## src/hdl/reset_wake_state_init_regs.vh

```
// Offsets, field positions, reset values and vector constants of the reset and wake block.
`ifndef RESET_WAKE_STATE_INIT_REGS_VH
`define RESET_WAKE_STATE_INIT_REGS_VH

`define OFS_STATUS 8'h00
`define OFS_POWER_CONTROL 8'h04
`define OFS_IRQ_CONTROL 8'h08
`define OFS_PERIPH_FLAGS 8'h0C
`define OFS_ANALOG_UPPER 8'h10
`define OFS_SERIAL_MODE 8'h14
`define OFS_ALT_SERIAL 8'h18
`define OFS_PC_VALUE 8'h1C
`define OFS_LAST_CAUSE 8'h20

`define PC_RESET_ADDR 13'h0000
`define PC_IRQ_VECTOR 13'h0004
`define ANALOG_UPPER_RESET 8'hFF
`define SERIAL_ALT_MODE 4'h9
`define GIE_BIT 7
`define INTF_BIT 1
`define STATUS_TO_BIT 4
`define STATUS_PD_BIT 3
`define POWER_CONTROL_REG_BOR_BIT 0
`define POWER_CONTROL_REG_TOP_BIT 3

`define CAUSE_NONE 4'h0
`define CAUSE_POR 4'h1
`define CAUSE_BOR 4'h2
`define CAUSE_WDT_RESET 4'h3
`define CAUSE_EXT_NORMAL 4'h4
`define CAUSE_EXT_SLEEP 4'h5
`define CAUSE_WDT_WAKE 4'h6
`define CAUSE_IRQ_WAKE 4'h7

`define RESP_OKAY 2'b00
`define RESP_SLVERR 2'b10

`endif

```

## src/hdl/reset_wake_state_init.v

```verilog
// Reset and wake-up state loader for the core special registers, with an AXI4-Lite slave.
//
// Implementation choices: the AXI4-Lite interface to the registers and the register addresses.
`timescale 1ns/1ps
`include "reset_wake_state_init_regs.vh"

// How it works
// - External reset awake: pc zero, status top three cleared
// - External reset asleep: pc zero, status 0001_0uuu
// - Interrupt wake: pc plus one, power control kept
// - Interrupt wake with enable: then jump to vector
// - Brown-out clears power bit zero, sets bits three and two to 01, keeps bit one
// - Interrupt wake sets at least one flag bit
// - Analog upper select all ones on reset only
// - Alternate serial register visible only in mode 1001
// - Global interrupt enable cleared on every reset
module reset_wake_state_init #(
  parameter PC_WIDTH = 13
) (
  input wire aclk,
  input wire aresetn,
  input wire power_on_evt,
  input wire brown_out_evt,
  input wire watchdog_timer_reset_evt,
  input wire external_reset_pin_evt,
  input wire watchdog_timer_wake_evt,
  input wire irq_wake_evt,
  input wire asleep,
  input wire [PC_WIDTH-1:0] current_pc,
  input wire [7:0] irq_wake_control_src,
  input wire [7:0] irq_wake_periph_src,
  output reg pc_load,
  output reg [PC_WIDTH-1:0] pc_value,
  output wire [7:0] status_value,
  output wire [3:0] power_control_value,
  output wire [7:0] irq_control_value,
  output wire [7:0] peripheral_irq_flags_1_value,
  output wire [7:0] analog_select_upper_value,
  output wire alt_serial_visible,
  input wire [7:0] s_axi_awaddr,
  input wire s_axi_awvalid,
  output wire s_axi_awready,
  input wire [31:0] s_axi_wdata,
  input wire [3:0] s_axi_wstrb,
  input wire s_axi_wvalid,
  output wire s_axi_wready,
  output reg [1:0] s_axi_bresp,
  output reg s_axi_bvalid,
  input wire s_axi_bready,
  input wire [7:0] s_axi_araddr,
  input wire s_axi_arvalid,
  output wire s_axi_arready,
  output reg [31:0] s_axi_rdata,
  output reg [1:0] s_axi_rresp,
  output reg s_axi_rvalid,
  input wire s_axi_rready
);

  reg [7:0] status_reg, status_next;
  reg [3:0] power_control_reg, power_control_next;
  reg [7:0] irq_control_reg, irq_control_next;
  reg [7:0] periph_flags_reg, periph_flags_next;
  reg [7:0] analog_upper_reg, analog_upper_next;
  reg [3:0] serial_mode_reg, serial_mode_next;
  reg [7:0] alt_serial_reg, alt_serial_next;
  reg [3:0] cause_reg, cause_next;
  reg vector_pending_reg, vector_pending_next;
  reg [PC_WIDTH-1:0] pc_next;
  reg pc_load_next;

  reg [7:0] aw_addr_reg;
  reg aw_held_reg;
  reg [7:0] w_data_reg;
  reg w_strb0_reg;
  reg w_held_reg;

  // Returns true for offsets that hold a register, writable or not.
  function mapped;
    input [7:0] addr;
    begin
      mapped = (addr[1:0] == 2'b00) && (addr <= `OFS_LAST_CAUSE);
    end
  endfunction

  assign status_value = status_reg;
  assign power_control_value = power_control_reg;
  assign irq_control_value = irq_control_reg;
  assign peripheral_irq_flags_1_value = periph_flags_reg;
  assign analog_select_upper_value = analog_upper_reg;
  assign alt_serial_visible = (serial_mode_reg == `SERIAL_ALT_MODE);

  ////////////////////////////////////////////////////////////////////////////////
  // Write channel: address and data are taken in either order, then one response.

  wire wr_fire = aw_held_reg && w_held_reg && !s_axi_bvalid;
  assign s_axi_awready = !aw_held_reg;
  assign s_axi_wready = !w_held_reg;

  always @(posedge aclk) begin
    if (!aresetn) begin
      aw_held_reg <= 1'b0;
      w_held_reg <= 1'b0;
      aw_addr_reg <= 8'h00;
      w_data_reg <= 8'h00;
      w_strb0_reg <= 1'b0;
      s_axi_bvalid <= 1'b0;
      s_axi_bresp <= `RESP_OKAY;
    end else begin
      if (s_axi_awvalid && !aw_held_reg) begin
        aw_held_reg <= 1'b1;
        aw_addr_reg <= s_axi_awaddr;
      end
      if (s_axi_wvalid && !w_held_reg) begin
        w_held_reg <= 1'b1;
        w_data_reg <= s_axi_wdata[7:0];
        w_strb0_reg <= s_axi_wstrb[0];
      end
      if (wr_fire) begin
        aw_held_reg <= 1'b0;
        w_held_reg <= 1'b0;
        s_axi_bvalid <= 1'b1;
        s_axi_bresp <= mapped(aw_addr_reg) ? `RESP_OKAY : `RESP_SLVERR;
      end else if (s_axi_bvalid && s_axi_bready) begin
        s_axi_bvalid <= 1'b0;
      end
    end
  end

  ////////////////////////////////////////////////////////////////////////////////
  // Read channel: one read at a time, answered the cycle after it is taken.

  assign s_axi_arready = !s_axi_rvalid;

  always @(posedge aclk) begin
    if (!aresetn) begin
      s_axi_rvalid <= 1'b0;
      s_axi_rdata <= 32'h0000_0000;
      s_axi_rresp <= `RESP_OKAY;
    end else if (s_axi_arvalid && !s_axi_rvalid) begin
      s_axi_rvalid <= 1'b1;
      s_axi_rresp <= mapped(s_axi_araddr) ? `RESP_OKAY : `RESP_SLVERR;
      case (s_axi_araddr)
        `OFS_STATUS: s_axi_rdata <= {24'h00_0000, status_reg};
        `OFS_POWER_CONTROL: s_axi_rdata <= {28'h000_0000, power_control_reg};
        `OFS_IRQ_CONTROL: s_axi_rdata <= {24'h00_0000, irq_control_reg};
        `OFS_PERIPH_FLAGS: s_axi_rdata <= {24'h00_0000, periph_flags_reg};
        `OFS_ANALOG_UPPER: s_axi_rdata <= {24'h00_0000, analog_upper_reg};
        `OFS_SERIAL_MODE: s_axi_rdata <= {28'h000_0000, serial_mode_reg};
        `OFS_ALT_SERIAL: s_axi_rdata <= alt_serial_visible ?
          {24'h00_0000, alt_serial_reg} : 32'h0000_0000;
        `OFS_PC_VALUE: s_axi_rdata <= {{(32-PC_WIDTH){1'b0}}, pc_value};
        `OFS_LAST_CAUSE: s_axi_rdata <= {28'h000_0000, cause_reg};
        default: s_axi_rdata <= 32'h0000_0000;
      endcase
    end else if (s_axi_rvalid && s_axi_rready) begin
      s_axi_rvalid <= 1'b0;
    end
  end

  ////////////////////////////////////////////////////////////////////////////////
  // State loading. Software writes are applied first and the reset or wake event
  // afterwards, so an event in the same cycle as a write wins, except that an interrupt wake ORs its sources into a written irq control or flag value.

  always @* begin
    status_next = status_reg;
    power_control_next = power_control_reg;
    irq_control_next = irq_control_reg;
    periph_flags_next = periph_flags_reg;
    analog_upper_next = analog_upper_reg;
    serial_mode_next = serial_mode_reg;
    alt_serial_next = alt_serial_reg;
    cause_next = cause_reg;
    vector_pending_next = 1'b0;
    pc_next = pc_value;
    pc_load_next = 1'b0;

    if (wr_fire && w_strb0_reg) begin
      case (aw_addr_reg)
        `OFS_STATUS: status_next = w_data_reg;
        `OFS_POWER_CONTROL: power_control_next = w_data_reg[3:0];
        `OFS_IRQ_CONTROL: irq_control_next = w_data_reg;
        `OFS_PERIPH_FLAGS: periph_flags_next = w_data_reg;
        `OFS_ANALOG_UPPER: analog_upper_next = w_data_reg;
        `OFS_SERIAL_MODE: serial_mode_next = w_data_reg[3:0];
        `OFS_ALT_SERIAL: begin
          if (alt_serial_visible) begin
            alt_serial_next = w_data_reg;
          end
        end
        default: begin
        end
      endcase
    end

    // The second step of an interrupt wake: the instruction after the sleep
    // has been fetched at pc plus one, now branch to the vector.
    if (vector_pending_reg) begin
      pc_next = `PC_IRQ_VECTOR;
      pc_load_next = 1'b1;
    end

    if (power_on_evt || brown_out_evt || watchdog_timer_reset_evt || external_reset_pin_evt) begin
      pc_next = `PC_RESET_ADDR;
      pc_load_next = 1'b1;
      irq_control_next = {7'b000_0000, irq_control_reg[0]};
      periph_flags_next = 8'h00;
      analog_upper_next = `ANALOG_UPPER_RESET;
      // The event beats a software write in the same cycle, so start from the register.
      power_control_next = power_control_reg;
      power_control_next[`POWER_CONTROL_REG_TOP_BIT] = 1'b0;
      if (power_on_evt) begin
        cause_next = `CAUSE_POR;
        status_next = {5'b0_0011, 3'b000};
        power_control_next = {3'b010, power_control_reg[`POWER_CONTROL_REG_BOR_BIT]};
      end else if (brown_out_evt) begin
        cause_next = `CAUSE_BOR;
        status_next = {5'b0_0011, status_reg[2:0]};
        power_control_next = {2'b01, power_control_reg[1], 1'b0};
      end else if (watchdog_timer_reset_evt) begin
        cause_next = `CAUSE_WDT_RESET;
        status_next = {4'b0000, status_reg[3:0]};
      end else if (asleep) begin
        cause_next = `CAUSE_EXT_SLEEP;
        status_next = {5'b0_0010, status_reg[2:0]};
      end else begin
        cause_next = `CAUSE_EXT_NORMAL;
        status_next = {3'b000, status_reg[4:0]};
      end
    end else if (watchdog_timer_wake_evt) begin
      cause_next = `CAUSE_WDT_WAKE;
      pc_next = current_pc + 1'b1;
      pc_load_next = 1'b1;
      status_next = status_reg;
      power_control_next = power_control_reg;
      status_next[`STATUS_TO_BIT] = 1'b0;
      status_next[`STATUS_PD_BIT] = 1'b0;
    end else if (irq_wake_evt) begin
      cause_next = `CAUSE_IRQ_WAKE;
      pc_next = current_pc + 1'b1;
      pc_load_next = 1'b1;
      status_next = status_reg;
      power_control_next = power_control_reg;
      status_next[`STATUS_TO_BIT] = 1'b1;
      status_next[`STATUS_PD_BIT] = 1'b0;
      irq_control_next = irq_control_next | irq_wake_control_src;
      periph_flags_next = periph_flags_next | irq_wake_periph_src;
      // A wake with no source given still records one, so the cause is visible.
      if (irq_wake_control_src == 8'h00 && irq_wake_periph_src == 8'h00) begin
        irq_control_next[`INTF_BIT] = 1'b1;
      end
      vector_pending_next = irq_control_reg[`GIE_BIT];
    end
  end

  always @(posedge aclk) begin
    if (!aresetn) begin
      status_reg <= 8'h18;
      power_control_reg <= 4'h4;
      irq_control_reg <= 8'h00;
      periph_flags_reg <= 8'h00;
      analog_upper_reg <= `ANALOG_UPPER_RESET;
      serial_mode_reg <= 4'h0;
      alt_serial_reg <= 8'h00;
      cause_reg <= `CAUSE_NONE;
      vector_pending_reg <= 1'b0;
      pc_value <= `PC_RESET_ADDR;
      pc_load <= 1'b0;
    end else begin
      status_reg <= status_next;
      power_control_reg <= power_control_next;
      irq_control_reg <= irq_control_next;
      periph_flags_reg <= periph_flags_next;
      analog_upper_reg <= analog_upper_next;
      serial_mode_reg <= serial_mode_next;
      alt_serial_reg <= alt_serial_next;
      cause_reg <= cause_next;
      vector_pending_reg <= vector_pending_next;
      pc_value <= pc_next;
      pc_load <= pc_load_next;
    end
  end

endmodule // reset_wake_state_init

```

## config.mk

```make
export PLATFORM = sky130hd
export DESIGN_NAME = reset_wake_state_init
export DESIGN_NICKNAME = d
export VERILOG_FILES = /design/src/hdl/reset_wake_state_init.v
export VERILOG_INCLUDE_DIRS = /design/src /design/src/hdl
export SDC_FILE = /design/constraint.sdc
export NUM_CORES = 1
export LEC_CHECK = 0
export BUFFER_PORTS_ARGS = -buffer_cell sky130_fd_sc_hd__buf_2
export CAP_MARGIN = 0
export CORE_ASPECT_RATIO = 1.5
export CORE_UTILIZATION = 46
export CTS_CLUSTER_SIZE = 12
export DETAILED_ROUTE_END_ITERATION = 6
export PLACE_DENSITY = 0.77
export SLEW_MARGIN = 0
export SYNTH_ARGS = -nofsm -noshare
export SYNTH_HDL_FRONTEND = slang
export SYNTH_SLANG_ARGS = --single-unit
```

## constraint.sdc

```tcl
create_clock -name aclk -period 2.3 [get_ports aclk]
set_clock_uncertainty 0.2 [all_clocks]
set_input_delay 0.23 -clock aclk [delete_from_list [all_inputs] [get_ports aclk]]
set_output_delay 0.23 -clock aclk [all_outputs]
set_load 0.02 [all_outputs]
```

# Word-level counts from Yosys, hierarchy flattened
# Index checks and enable logic that the tools add are counted.
classes:
  n_reduce_logical: 47
  n_eq_ne: 24
  n_lt_le_gt_ge: 2
  addsub: 1
  muxes: 47
  bitwise: 4
ops:
  columns: ["operator", "n"]
  rows:
  - ["$pmux 13 s9", 1]
  - ["$mux 8", 14]
  - ["$eq 8x5->1 const B", 7]
  - ["$mux 13", 3]
  - ["$eq 8x4->1 const B", 4]
  - ["$logic_not 8->1", 4]
  - ["$mux 4", 8]
  - ["$mux 5", 4]
  - ["$eq 8x3->1 const B", 2]
  - ["$le 8x6->1 const B", 2]
  - ["$or 8x8->8", 2]
  - ["$mux 3", 5]
  - ["$reduce_and 5->1", 3]
  - ["$add 13x1->13 const B", 1]
  - ["$reduce_and 4->1", 3]
  - ["$logic_and 1x1->1", 11]
  - ["$mux 1", 10]
  - ["$reduce_bool 2->1", 5]
  - ["$eq 8x6->1 const B", 1]
  - ["$ne 4x4->1 const B", 2]
  - ["$reduce_bool 4->1", 2]
  - ["$ne 2x2->1 const B", 3]
  - ["$reduce_and 3->1", 2]
  - ["$reduce_and 6->1", 1]
  - ["other kinds (13)", 25]
word_totals:
  word_cells: 153
  output_inout_bits: 92
  ff_bits: 124

# Depth between registers and ports, before layout
# Gate-level depths: netlist of run 1.
logic_depth:
  depth_word: 8
  depth_mapped: 7
  mapped_depth_nobuf: 6

# Worst setup path after synthesis of run 1
# No wires, ideal clock.
synth_path:
  path_type: "flip-flop to flip-flop"
  start: "reg aw_addr_reg[7]"
  end: "reg periph_flags_reg[4], in the netlist peripheral_irq_flags_1_value[4]"
  synth_period_minus_slack_ns: 2.026
  stages_incl_launch_ff: 7
  setup_time_ns: 0.132
  t_required_ns: 1.968
  setup_slack_ns: 0.274
  arrival_ns: 1.694
  cell_sequence: "dfxtp_1 or4b_4 nor3_4 and4_4 buf_12 mux2i_1 a21oi_1"
synth_between:
  elab_chain_cells: 6
synth_lines:
  columns: ["item", "line", "source"]
  rows:
  - ["from (decl)", "reset_wake_state_init.v:71", "reg [7:0] aw_addr_reg;"]
  - ["from (signal assigned)", "reset_wake_state_init.v:111", "aw_addr_reg <= s_axi_awaddr;"]
  - ["$eq 8x4->1 *", "reset_wake_state_init.v:178", "case (aw_addr_reg)"]
  - ["$mux 8 *", "reset_wake_state_init.v:178", null]
  - ["$mux 8 *", "reset_wake_state_init.v:177", "if (wr_fire && w_strb0_reg) begin"]
  - ["$or 8x8->8", "reset_wake_state_init.v:246", "periph_flags_next = periph_flags_next | irq_wake_periph_src;"]
  - ["$mux 8", "reset_wake_state_init.v:237", "end else if (irq_wake_evt) begin"]
  - ["$mux 8 *", "reset_wake_state_init.v:229", "end else if (watchdog_timer_wake_evt) begin"]
  - ["to (signal assigned)", "reset_wake_state_init.v:272", "periph_flags_reg <= periph_flags_next;"]
  - ["to (decl)", "reset_wake_state_init.v:62", "reg [7:0] periph_flags_reg, periph_flags_next;"]
# Mark *: on every way between the ends. The rest lies on a longest branch, timed or not.
# A chain may end at the register's enable or synchronous reset.

# Worst setup path after layout of run 1
layout_path:
  start: "reg aw_addr_reg[0]"
  end: "reg power_control_reg[2], in the netlist power_control_value[2]"
layout_between:
  elab_chain_cells: 3
layout_lines:
  columns: ["item", "line", "source"]
  rows:
  - ["$eq 8x3->1", "reset_wake_state_init.v:178", null]
  - ["$reduce_bool 2->1 (no line)", null, null]
  - ["$reduce_and 5->1 (no line)", null, null]
  - ["to (signal assigned)", "reset_wake_state_init.v:270", "power_control_reg <= power_control_next;"]
  - ["to (decl)", "reset_wake_state_init.v:60", "reg [3:0] power_control_reg, power_control_next;"]
# Every way passes these cells.

==> results.sh, run 1 <==
export IMPL_outcome="finished clean"
export IMPL_irDropWorstVdd_uv=349.1
export IMPL_postSynth_asyncResetShare=0
export IMPL_fin_setup_tns_ps=0
export IMPL_warnings_from_yosys=0
export IMPL_rsz0062_at_grt="no"
export IMPL_grt_ovfl_total=0
export IMPL_static_leak_nw=2.915
export IMPL_critical_path_slowest_cell="sky130_fd_sc_hd__or4b_1"
export IMPL_timing_worst_setup_path_type="flop to flop"
export IMPL_n_fill_cell=922
export IMPL_final_min_clock_period_ps=2212
export IMPL_maxCapViolations=0
export IMPL_grt_pass1_wl_mm=23.89
export IMPL_ys_seq_elements=102
export IMPL_critical_path_arrival_ps=2220
export IMPL_synth_distinct_cells=67
export IMPL_max_clock_path_buffers=2
export IMPL_cts_inserted_buffers=9
export IMPL_effective_utilization_at_floorplan=0.4740
export IMPL_cts_resized=0
export IMPL_layout_worst_path_cycle_share=0.9616
export IMPL_final_core_util=0.6157
export IMPL_dieArea_um2=11400
export IMPL_timing_final_max_slew_violations=0
export IMPL_hold_viol=0
export IMPL_reg_top3="pc_value (13), s_axi_rdata (13)"
export IMPL_routed_wl_mm=15.83
export IMPL_coreArea_um2=10650
export IMPL_synth_area_per_cell_um2=8.702
export IMPL_cts_root_buf="sky130_fd_sc_hd__clkbuf_16"
export IMPL_finalWeightedCongestion=0.9106
export IMPL_worst_slew_margin_rel=0.5751
export IMPL_level_count_of_the_clock_h_tree=3
export IMPL_setup_viol_count_final=0
export IMPL_fmax_ghz=0.4521
export IMPL_power_density_nw_per_um2=589.6
export IMPL_synthesis_area_um2=5047
export IMPL_postSynthCellCount=580
export IMPL_detailroute_via_count=5037
export IMPL_fin_worst_hold_slack_ps=3.796
export IMPL_cp_slowest_stage_delay_ps=600
export IMPL_dieWidth_um=87.53
export IMPL_crit_path_end_kind="flop"
export IMPL_clkSlewWorstSetupHoldPaths_ps=70
export IMPL_globalRouteTotalUtil=0.2802
export IMPL_multi_input_area_um2=2734
export IMPL_initialDrtViolationCount=385
export IMPL_syn_to_final_growth_pct=29.90
export IMPL_insertion_delay_ps=350
export IMPL_timing_critical_path_from_type="flop"
export IMPL_number_of_clock_sinks=102
export IMPL_tritoncts="yes"
export IMPL_top_level_ports=187
export IMPL_number_of_antenna_violations_at_the_first_check_in_global_routing=0
export IMPL_row_count=46
export IMPL_dr_pass1_iters=6
export IMPL_post_route_cells_drive_above_1_share=0.2572
export IMPL_worst_path_dominant_cell_family="simple AND/OR/NAND/NOR gates"
export IMPL_detailedPlacementHpwl_mm=11.48
export IMPL_layout_area_seq_um2=2042
export IMPL_synth_edf_count=0
export IMPL_worst_ep_required_time_ps=2310
export IMPL_worstPathMaxFanout=6
export IMPL_buffer_ports_inserted=138
export IMPL_hp_class="input port to flop"
export IMPL_post_route_drc_count=0
export IMPL_cp_num_buf_inv=0
export IMPL_timing_critical_path_cells="or4b_1 > nor4_4 > nand2_1 > mux2i_1 > nand3_1"
export IMPL_worst_slew_pin_slew_ps=632.4
export IMPL_number_of_global_route_vias_before_repair=4625
export IMPL_antenna_cells=0
export IMPL_synth_sequential_area_ratio=0.4046
export IMPL_synth_main_ff_cell="sky130_fd_sc_hd__dfxtp_1"
export IMPL_grt_start_max_net_pins=29
export IMPL_layout_nets=853
export IMPL_report_power_total_mw=3.865
export IMPL_vias_per_cell=5.560
export IMPL_antenna_violating_nets_left=0
export IMPL_die_height_um=130.3
export IMPL_wl_per_cell_um=17.47
cells in the final DEF, fill, tap and decap left out, types with 8 or more instances in the layout:
master                          Yosys  final
sky130_fd_sc_hd__a21oi_1           35     35
sky130_fd_sc_hd__a22oi_1           12     12
sky130_fd_sc_hd__and3_1             9      9
sky130_fd_sc_hd__buf_2              5    138
sky130_fd_sc_hd__buf_4             22     20
sky130_fd_sc_hd__clkbuf_16          0      9
sky130_fd_sc_hd__conb_1             1     21
sky130_fd_sc_hd__dfxtp_1          102    102
sky130_fd_sc_hd__dlygate4sd3_1      0     41
sky130_fd_sc_hd__mux2i_1           53     53
sky130_fd_sc_hd__nand2_1           81     81
sky130_fd_sc_hd__nand3_1           19     19
sky130_fd_sc_hd__nand4_1            8      8
sky130_fd_sc_hd__nor2_1            51     51
sky130_fd_sc_hd__nor2b_1           17     17
sky130_fd_sc_hd__nor3_1            13     13
sky130_fd_sc_hd__o21ai_0           17     17
worst paths after layout:
path                                             startpoint                             endpoint  slack [ps]  cells past startpoint
worst min-delay path                         current_pc[11]            pc_value[11]$_SDFFE_PP0P_           4                      3
worst max-delay path            aw_addr_reg[0]$_SDFFE_PN0P_  power_control_value[2]$_SDFFE_PN1P_          90                      5
worst min register to register     w_strb0_reg$_SDFFE_PN0P_             w_strb0_reg$_SDFFE_PN0P_         270                      2
worst max register to register  aw_addr_reg[0]$_SDFFE_PN0P_  power_control_value[2]$_SDFFE_PN1P_          90                      5
timing repair:
action | 4_1_cts | 5_1_grt
hold buffers | 41 | 0
buffers inserted | 0 | 1
setup endpoints to repair | 0 | 3
hold endpoints to repair | 39 | 0
cell usage after synthesis, types with 3 or more instances:
| master | number | area [um^2] |
|---|---|---|
| sky130_fd_sc_hd__a211o_1 | 3 | 26.28 |
| sky130_fd_sc_hd__a211oi_1 | 5 | 37.54 |
| sky130_fd_sc_hd__a21boi_0 | 7 | 52.55 |
| sky130_fd_sc_hd__a21oi_1 | 35 | 175.2 |
| sky130_fd_sc_hd__a221oi_1 | 4 | 35.03 |
| sky130_fd_sc_hd__a22oi_1 | 12 | 90.09 |
| sky130_fd_sc_hd__a31oi_1 | 5 | 31.28 |
| sky130_fd_sc_hd__and2_1 | 5 | 31.28 |
| sky130_fd_sc_hd__and3_1 | 9 | 56.30 |
| sky130_fd_sc_hd__buf_2 | 5 | 25.02 |
| sky130_fd_sc_hd__buf_4 | 22 | 165.2 |
| sky130_fd_sc_hd__clkbuf_1 | 22 | 82.58 |
| sky130_fd_sc_hd__dfxtp_1 | 102 | 2042 |
| sky130_fd_sc_hd__inv_1 | 7 | 26.28 |
| sky130_fd_sc_hd__mux2_2 | 6 | 67.56 |
| sky130_fd_sc_hd__mux2i_1 | 53 | 530.5 |
| sky130_fd_sc_hd__mux4_2 | 3 | 67.56 |
| sky130_fd_sc_hd__nand2_1 | 81 | 304.0 |
| sky130_fd_sc_hd__nand2b_1 | 4 | 25.02 |
| sky130_fd_sc_hd__nand3_1 | 19 | 95.09 |
| sky130_fd_sc_hd__nand3b_1 | 3 | 22.52 |
| sky130_fd_sc_hd__nand4_1 | 8 | 50.05 |
| sky130_fd_sc_hd__nor2_1 | 51 | 191.4 |
| sky130_fd_sc_hd__nor2b_1 | 17 | 106.4 |
| sky130_fd_sc_hd__nor3_1 | 13 | 65.06 |
| sky130_fd_sc_hd__nor4_1 | 6 | 37.54 |
| sky130_fd_sc_hd__o21ai_0 | 17 | 85.08 |
| sky130_fd_sc_hd__o22ai_1 | 3 | 18.77 |
| sky130_fd_sc_hd__xnor2_1 | 5 | 43.79 |
| sky130_fd_sc_hd__xor2_1 | 5 | 43.79 |
metrics by stage:
stage / instances / cell area [um^2] / worst slack (ps)
2_1_floorplan: 600 / 5122 / 273.8
3_3_place_gp: 848 / 5839 / 132.9
3_5_place_dp: 848 / 5839 / 104.9
4_1_cts: 905 / 6549 / 89.98
5_1_grt: 906 / 6556 / 38.58
6_report: 906 / 6556 / 88.30
kinds of logic (layout without fill, tap and decap cells):
kind of cell,count (synthesis),count (layout),synth area share
xor gates and xnor gates,10,10,0.01735
and+or+nand+nor,235,235,0.2370
muxes,62,62,0.1319
other,1,21,0.0007430
DFF,102,102,0.4046
adders and majority gates,1,1,0.002479
AOI/OAI and AO/OA,107,107,0.1373
buffers and inverters,62,224,0.06867
layout make-up:
cell class / instances / share of cell area
multi-input combinational: 436 / 0.4170
sequential: 102 / 0.3115
timing repair buffer: 200 / 0.1939
clock buffer: 12 / 0.03760
tap: 144 / 0.02748
clock inverter: 4 / 0.008015
inverter: 8 / 0.004580
worst reg2reg max path, cell delays in order (launching register included):
cell                      delay [ps]
sky130_fd_sc_hd__dfxtp_1         350
sky130_fd_sc_hd__or4b_1          600
sky130_fd_sc_hd__nor4_4          500
sky130_fd_sc_hd__nand2_1         160
sky130_fd_sc_hd__mux2i_1         170
sky130_fd_sc_hd__nand3_1          90
routing by layer:
| metal | GRT usage | wire length (um) |
|---|---|---|
| met1 | 0.3123 | 6019 |
| met2 | 0.5234 | 8460 |
| met3 | 0.03732 | 852 |
| met4 | 0.1215 | 496 |
| met5 | 0 | 0 |
power breakdown:
part           total, mW  internal (mW)  switching [mW]  leakage (nW)
registers           1.85           1.80          0.0497         0.827
logic              0.472          0.200           0.272          1.94
clock network       1.54          0.880           0.664         0.148
total               3.87           2.88           0.985          2.92
Note: power is estimated with default switching activity, not from simulation.
==> run 2, diff against run 1 <==
CTS_CLUSTER_DIAMETER = 80   (was not set)
RECOVER_POWER = 50   (was not set)
==> results.sh, run 2 (synthesis gave the netlist of run 1 again) <==
export IMPL_layout_cells_most_common_list="sky130_fd_sc_hd__dfxtp_1, sky130_fd_sc_hd__nand2_1, sky130_fd_sc_hd__clkbuf_1"
export IMPL_vias_per_cell=5.557
export IMPL_cp_num_buf_inv=0
export IMPL_insertion_delay_ps=350
export IMPL_critical_path_slowest_cell="sky130_fd_sc_hd__or4b_1"
export IMPL_worst_slew_margin_rel=0.5756
export IMPL_static_leak_nw=2.641
export IMPL_most_common_cell_after_layout_fill_and_taps_aside="sky130_fd_sc_hd__dfxtp_1"
export IMPL_initialDrtViolationCount=388
export IMPL_timing_critical_path_cells="or4b_1 > nor4_4 > nand2_1 > mux2i_1 > nand3_1"
export IMPL_fin_setup_tns_ps=0
export IMPL_power_density_nw_per_um2=597.5
export IMPL_setup_viol_count_final=0
export IMPL_wl_per_cell_um=17.46
export IMPL_dieArea_um2=11400
export IMPL_buffer_ports_inserted=138
export IMPL_grt_pass1_wl_mm=23.89
export IMPL_detailroute_via_count=5035
export IMPL_post_route_cells_drive_above_1_share=0.1601
export IMPL_max_clock_path_buffers=2
export IMPL_number_of_global_route_vias_before_repair=4625
export IMPL_fmax_ghz=0.4559
export IMPL_worst_slew_pin_slew_ps=631.8
export IMPL_final_core_util=0.6066
export IMPL_tritoncts="yes"
export IMPL_top_level_ports=187
export IMPL_hold_path_end="pc_value[11]$_SDFFE_PP0P_"
export IMPL_hold_path_depth=3
export IMPL_critical_path_arrival_ps=2200
export IMPL_globalRouteTotalUtil=0.2802
export IMPL_effective_utilization_at_floorplan=0.4740
export IMPL_maxCapViolations=0
export IMPL_cts_root_buf="sky130_fd_sc_hd__clkbuf_16"
export IMPL_crit_path_end_kind="flop"
export IMPL_layout_nets=853
export IMPL_worst_r2r_endpoint="power_control_value[2]$_SDFFE_PN1P_"
export IMPL_antenna_cells=0
export IMPL_die_height_um=130.3
export IMPL_reg_top3="pc_value (13), s_axi_rdata (13)"
export IMPL_reg2reg_setup_slack_ps=110
export IMPL_multi_input_area_um2=2734
export IMPL_routed_wl_mm=15.82
export IMPL_path_depth=5
export IMPL_layout_area_seq_um2=2042
export IMPL_irDropWorstVdd_uv=345.4
export IMPL_post_route_drc_count=0
export IMPL_place_ws_ps=104.9
export IMPL_hp_class="input port to flop"
export IMPL_hold_viol=0
export IMPL_timing_worst_setup_path_type="flop to flop"
export IMPL_r2r_start="aw_addr_reg[0]$_SDFFE_PN0P_"
export IMPL_timing_final_max_slew_violations=0
export IMPL_final_min_clock_period_ps=2194
export IMPL_syn_to_final_growth_pct=27.96
export IMPL_grt_start_max_net_pins=29
export IMPL_cp_slowest_stage_delay_ps=600
export IMPL_worstPathMaxFanout=6
export IMPL_clkSlewWorstSetupHoldPaths_ps=70
export IMPL_antenna_violating_nets_left=0
export IMPL_cts_inserted_buffers=9
export IMPL_row_count=46
export IMPL_number_of_antenna_violations_at_the_first_check_in_global_routing=0
export IMPL_grt_ovfl_total=0
export IMPL_timing_critical_path_from_type="flop"
export IMPL_report_power_total_mw=3.859
export IMPL_cts_resized=0
export IMPL_worst_r2r_path_depth=5
export IMPL_level_count_of_the_clock_h_tree=3
export IMPL_fin_cells=906
export IMPL_rsz0062_at_grt="no"
export IMPL_n_fill_cell=967
export IMPL_layout_worst_path_cycle_share=0.9537
export IMPL_coreArea_um2=10650
export IMPL_worst_path_dominant_cell_family="simple AND/OR/NAND/NOR gates"
export IMPL_finalWeightedCongestion=0.9106
export IMPL_final_critical_path_setup_slack_ps=106.4
export IMPL_outcome="finished clean"
export IMPL_dp_cells=848
export IMPL_dr_pass1_iters=5
export IMPL_number_of_clock_sinks=102
export IMPL_hold_start="current_pc[11]"
export IMPL_dieWidth_um=87.53
export IMPL_detailedPlacementHpwl_mm=11.48
export IMPL_worst_ep_required_time_ps=2300
[run 2: cell count changes in the layout (fill, tap and decap cells not counted)]
cell                       change
sky130_fd_sc_hd__clkbuf_1     +74
sky130_fd_sc_hd__buf_2        -72
sky130_fd_sc_hd__buf_4         -2
[run 2: cell type report]
type | count | area share
Multi-Input combinational cell | 436 | 0.4233
Sequential cell | 102 | 0.3162
Timing Repair Buffer | 200 | 0.1817
Clock buffer | 12 | 0.03816
Tap cell | 144 | 0.02790
Clock inverter | 4 | 0.008136
Inverter | 8 | 0.004649
[run 2: worst max path at each step]
| stage | startpoint | end | slack, ps |
|---|---|---|---|
| 6_report | aw_addr_reg[0]$_SDFFE_PN0P_ | power_control_value[2]$_SDFFE_PN1P_ | 110 |
| 5_1_grt | aw_addr_reg[0]$_SDFFE_PN0P_ | power_control_value[2]$_SDFFE_PN1P_ | 40 |
| 4_1_cts | aw_addr_reg[7]$_SDFFE_PN0P_ | status_value[5]$_SDFFE_PN0P_ | 90 |
| 3_5_place_dp | aw_addr_reg[7]$_SDFFE_PN0P_ | status_value[5]$_SDFFE_PN0P_ | 100 |
| 3_3_place_gp | aw_addr_reg[7]$_SDFFE_PN0P_ | status_value[7]$_SDFFE_PN0P_ | 130 |
| 2_1_floorplan | aw_addr_reg[7]$_SDFFE_PN0P_ | peripheral_irq_flags_1_value[4]$_SDFF_PP0_ | 270 |
[run 2: worst min-delay path, cell delays in order]
cell and delay, ps:
sky130_fd_sc_hd__buf_2 100, sky130_fd_sc_hd__xor2_1 60, sky130_fd_sc_hd__o21ai_0 130
[run 2: repair_timing]
action,4_1_cts,5_1_grt
setup endpoints to repair,0,3
hold buffers,41,0
setup buffers,0,1
endpoints found under the hold margin,39,0
[run 2: power by group]
part	total (mW)	switching, mW	internal [mW]
clock	1.55	0.665	0.881
combinational	0.464	0.270	0.194
sequential	1.85	0.0498	1.80
[run 2: stage by stage]
step,hold WS (ps),instance area [um^2]
CTS,2.722,6549
global placement,252.8,5839
floorplan,145.8,5122
global route,31.75,6459
detailed placement,251.0,5839
finish,6.045,6459
[run 2: metal layers]
layer  wire length (um)  GRT usage
met1               5927     0.3123
met2               8515     0.5234
met3                949    0.03732
met4                429     0.1215
met5                  0          0
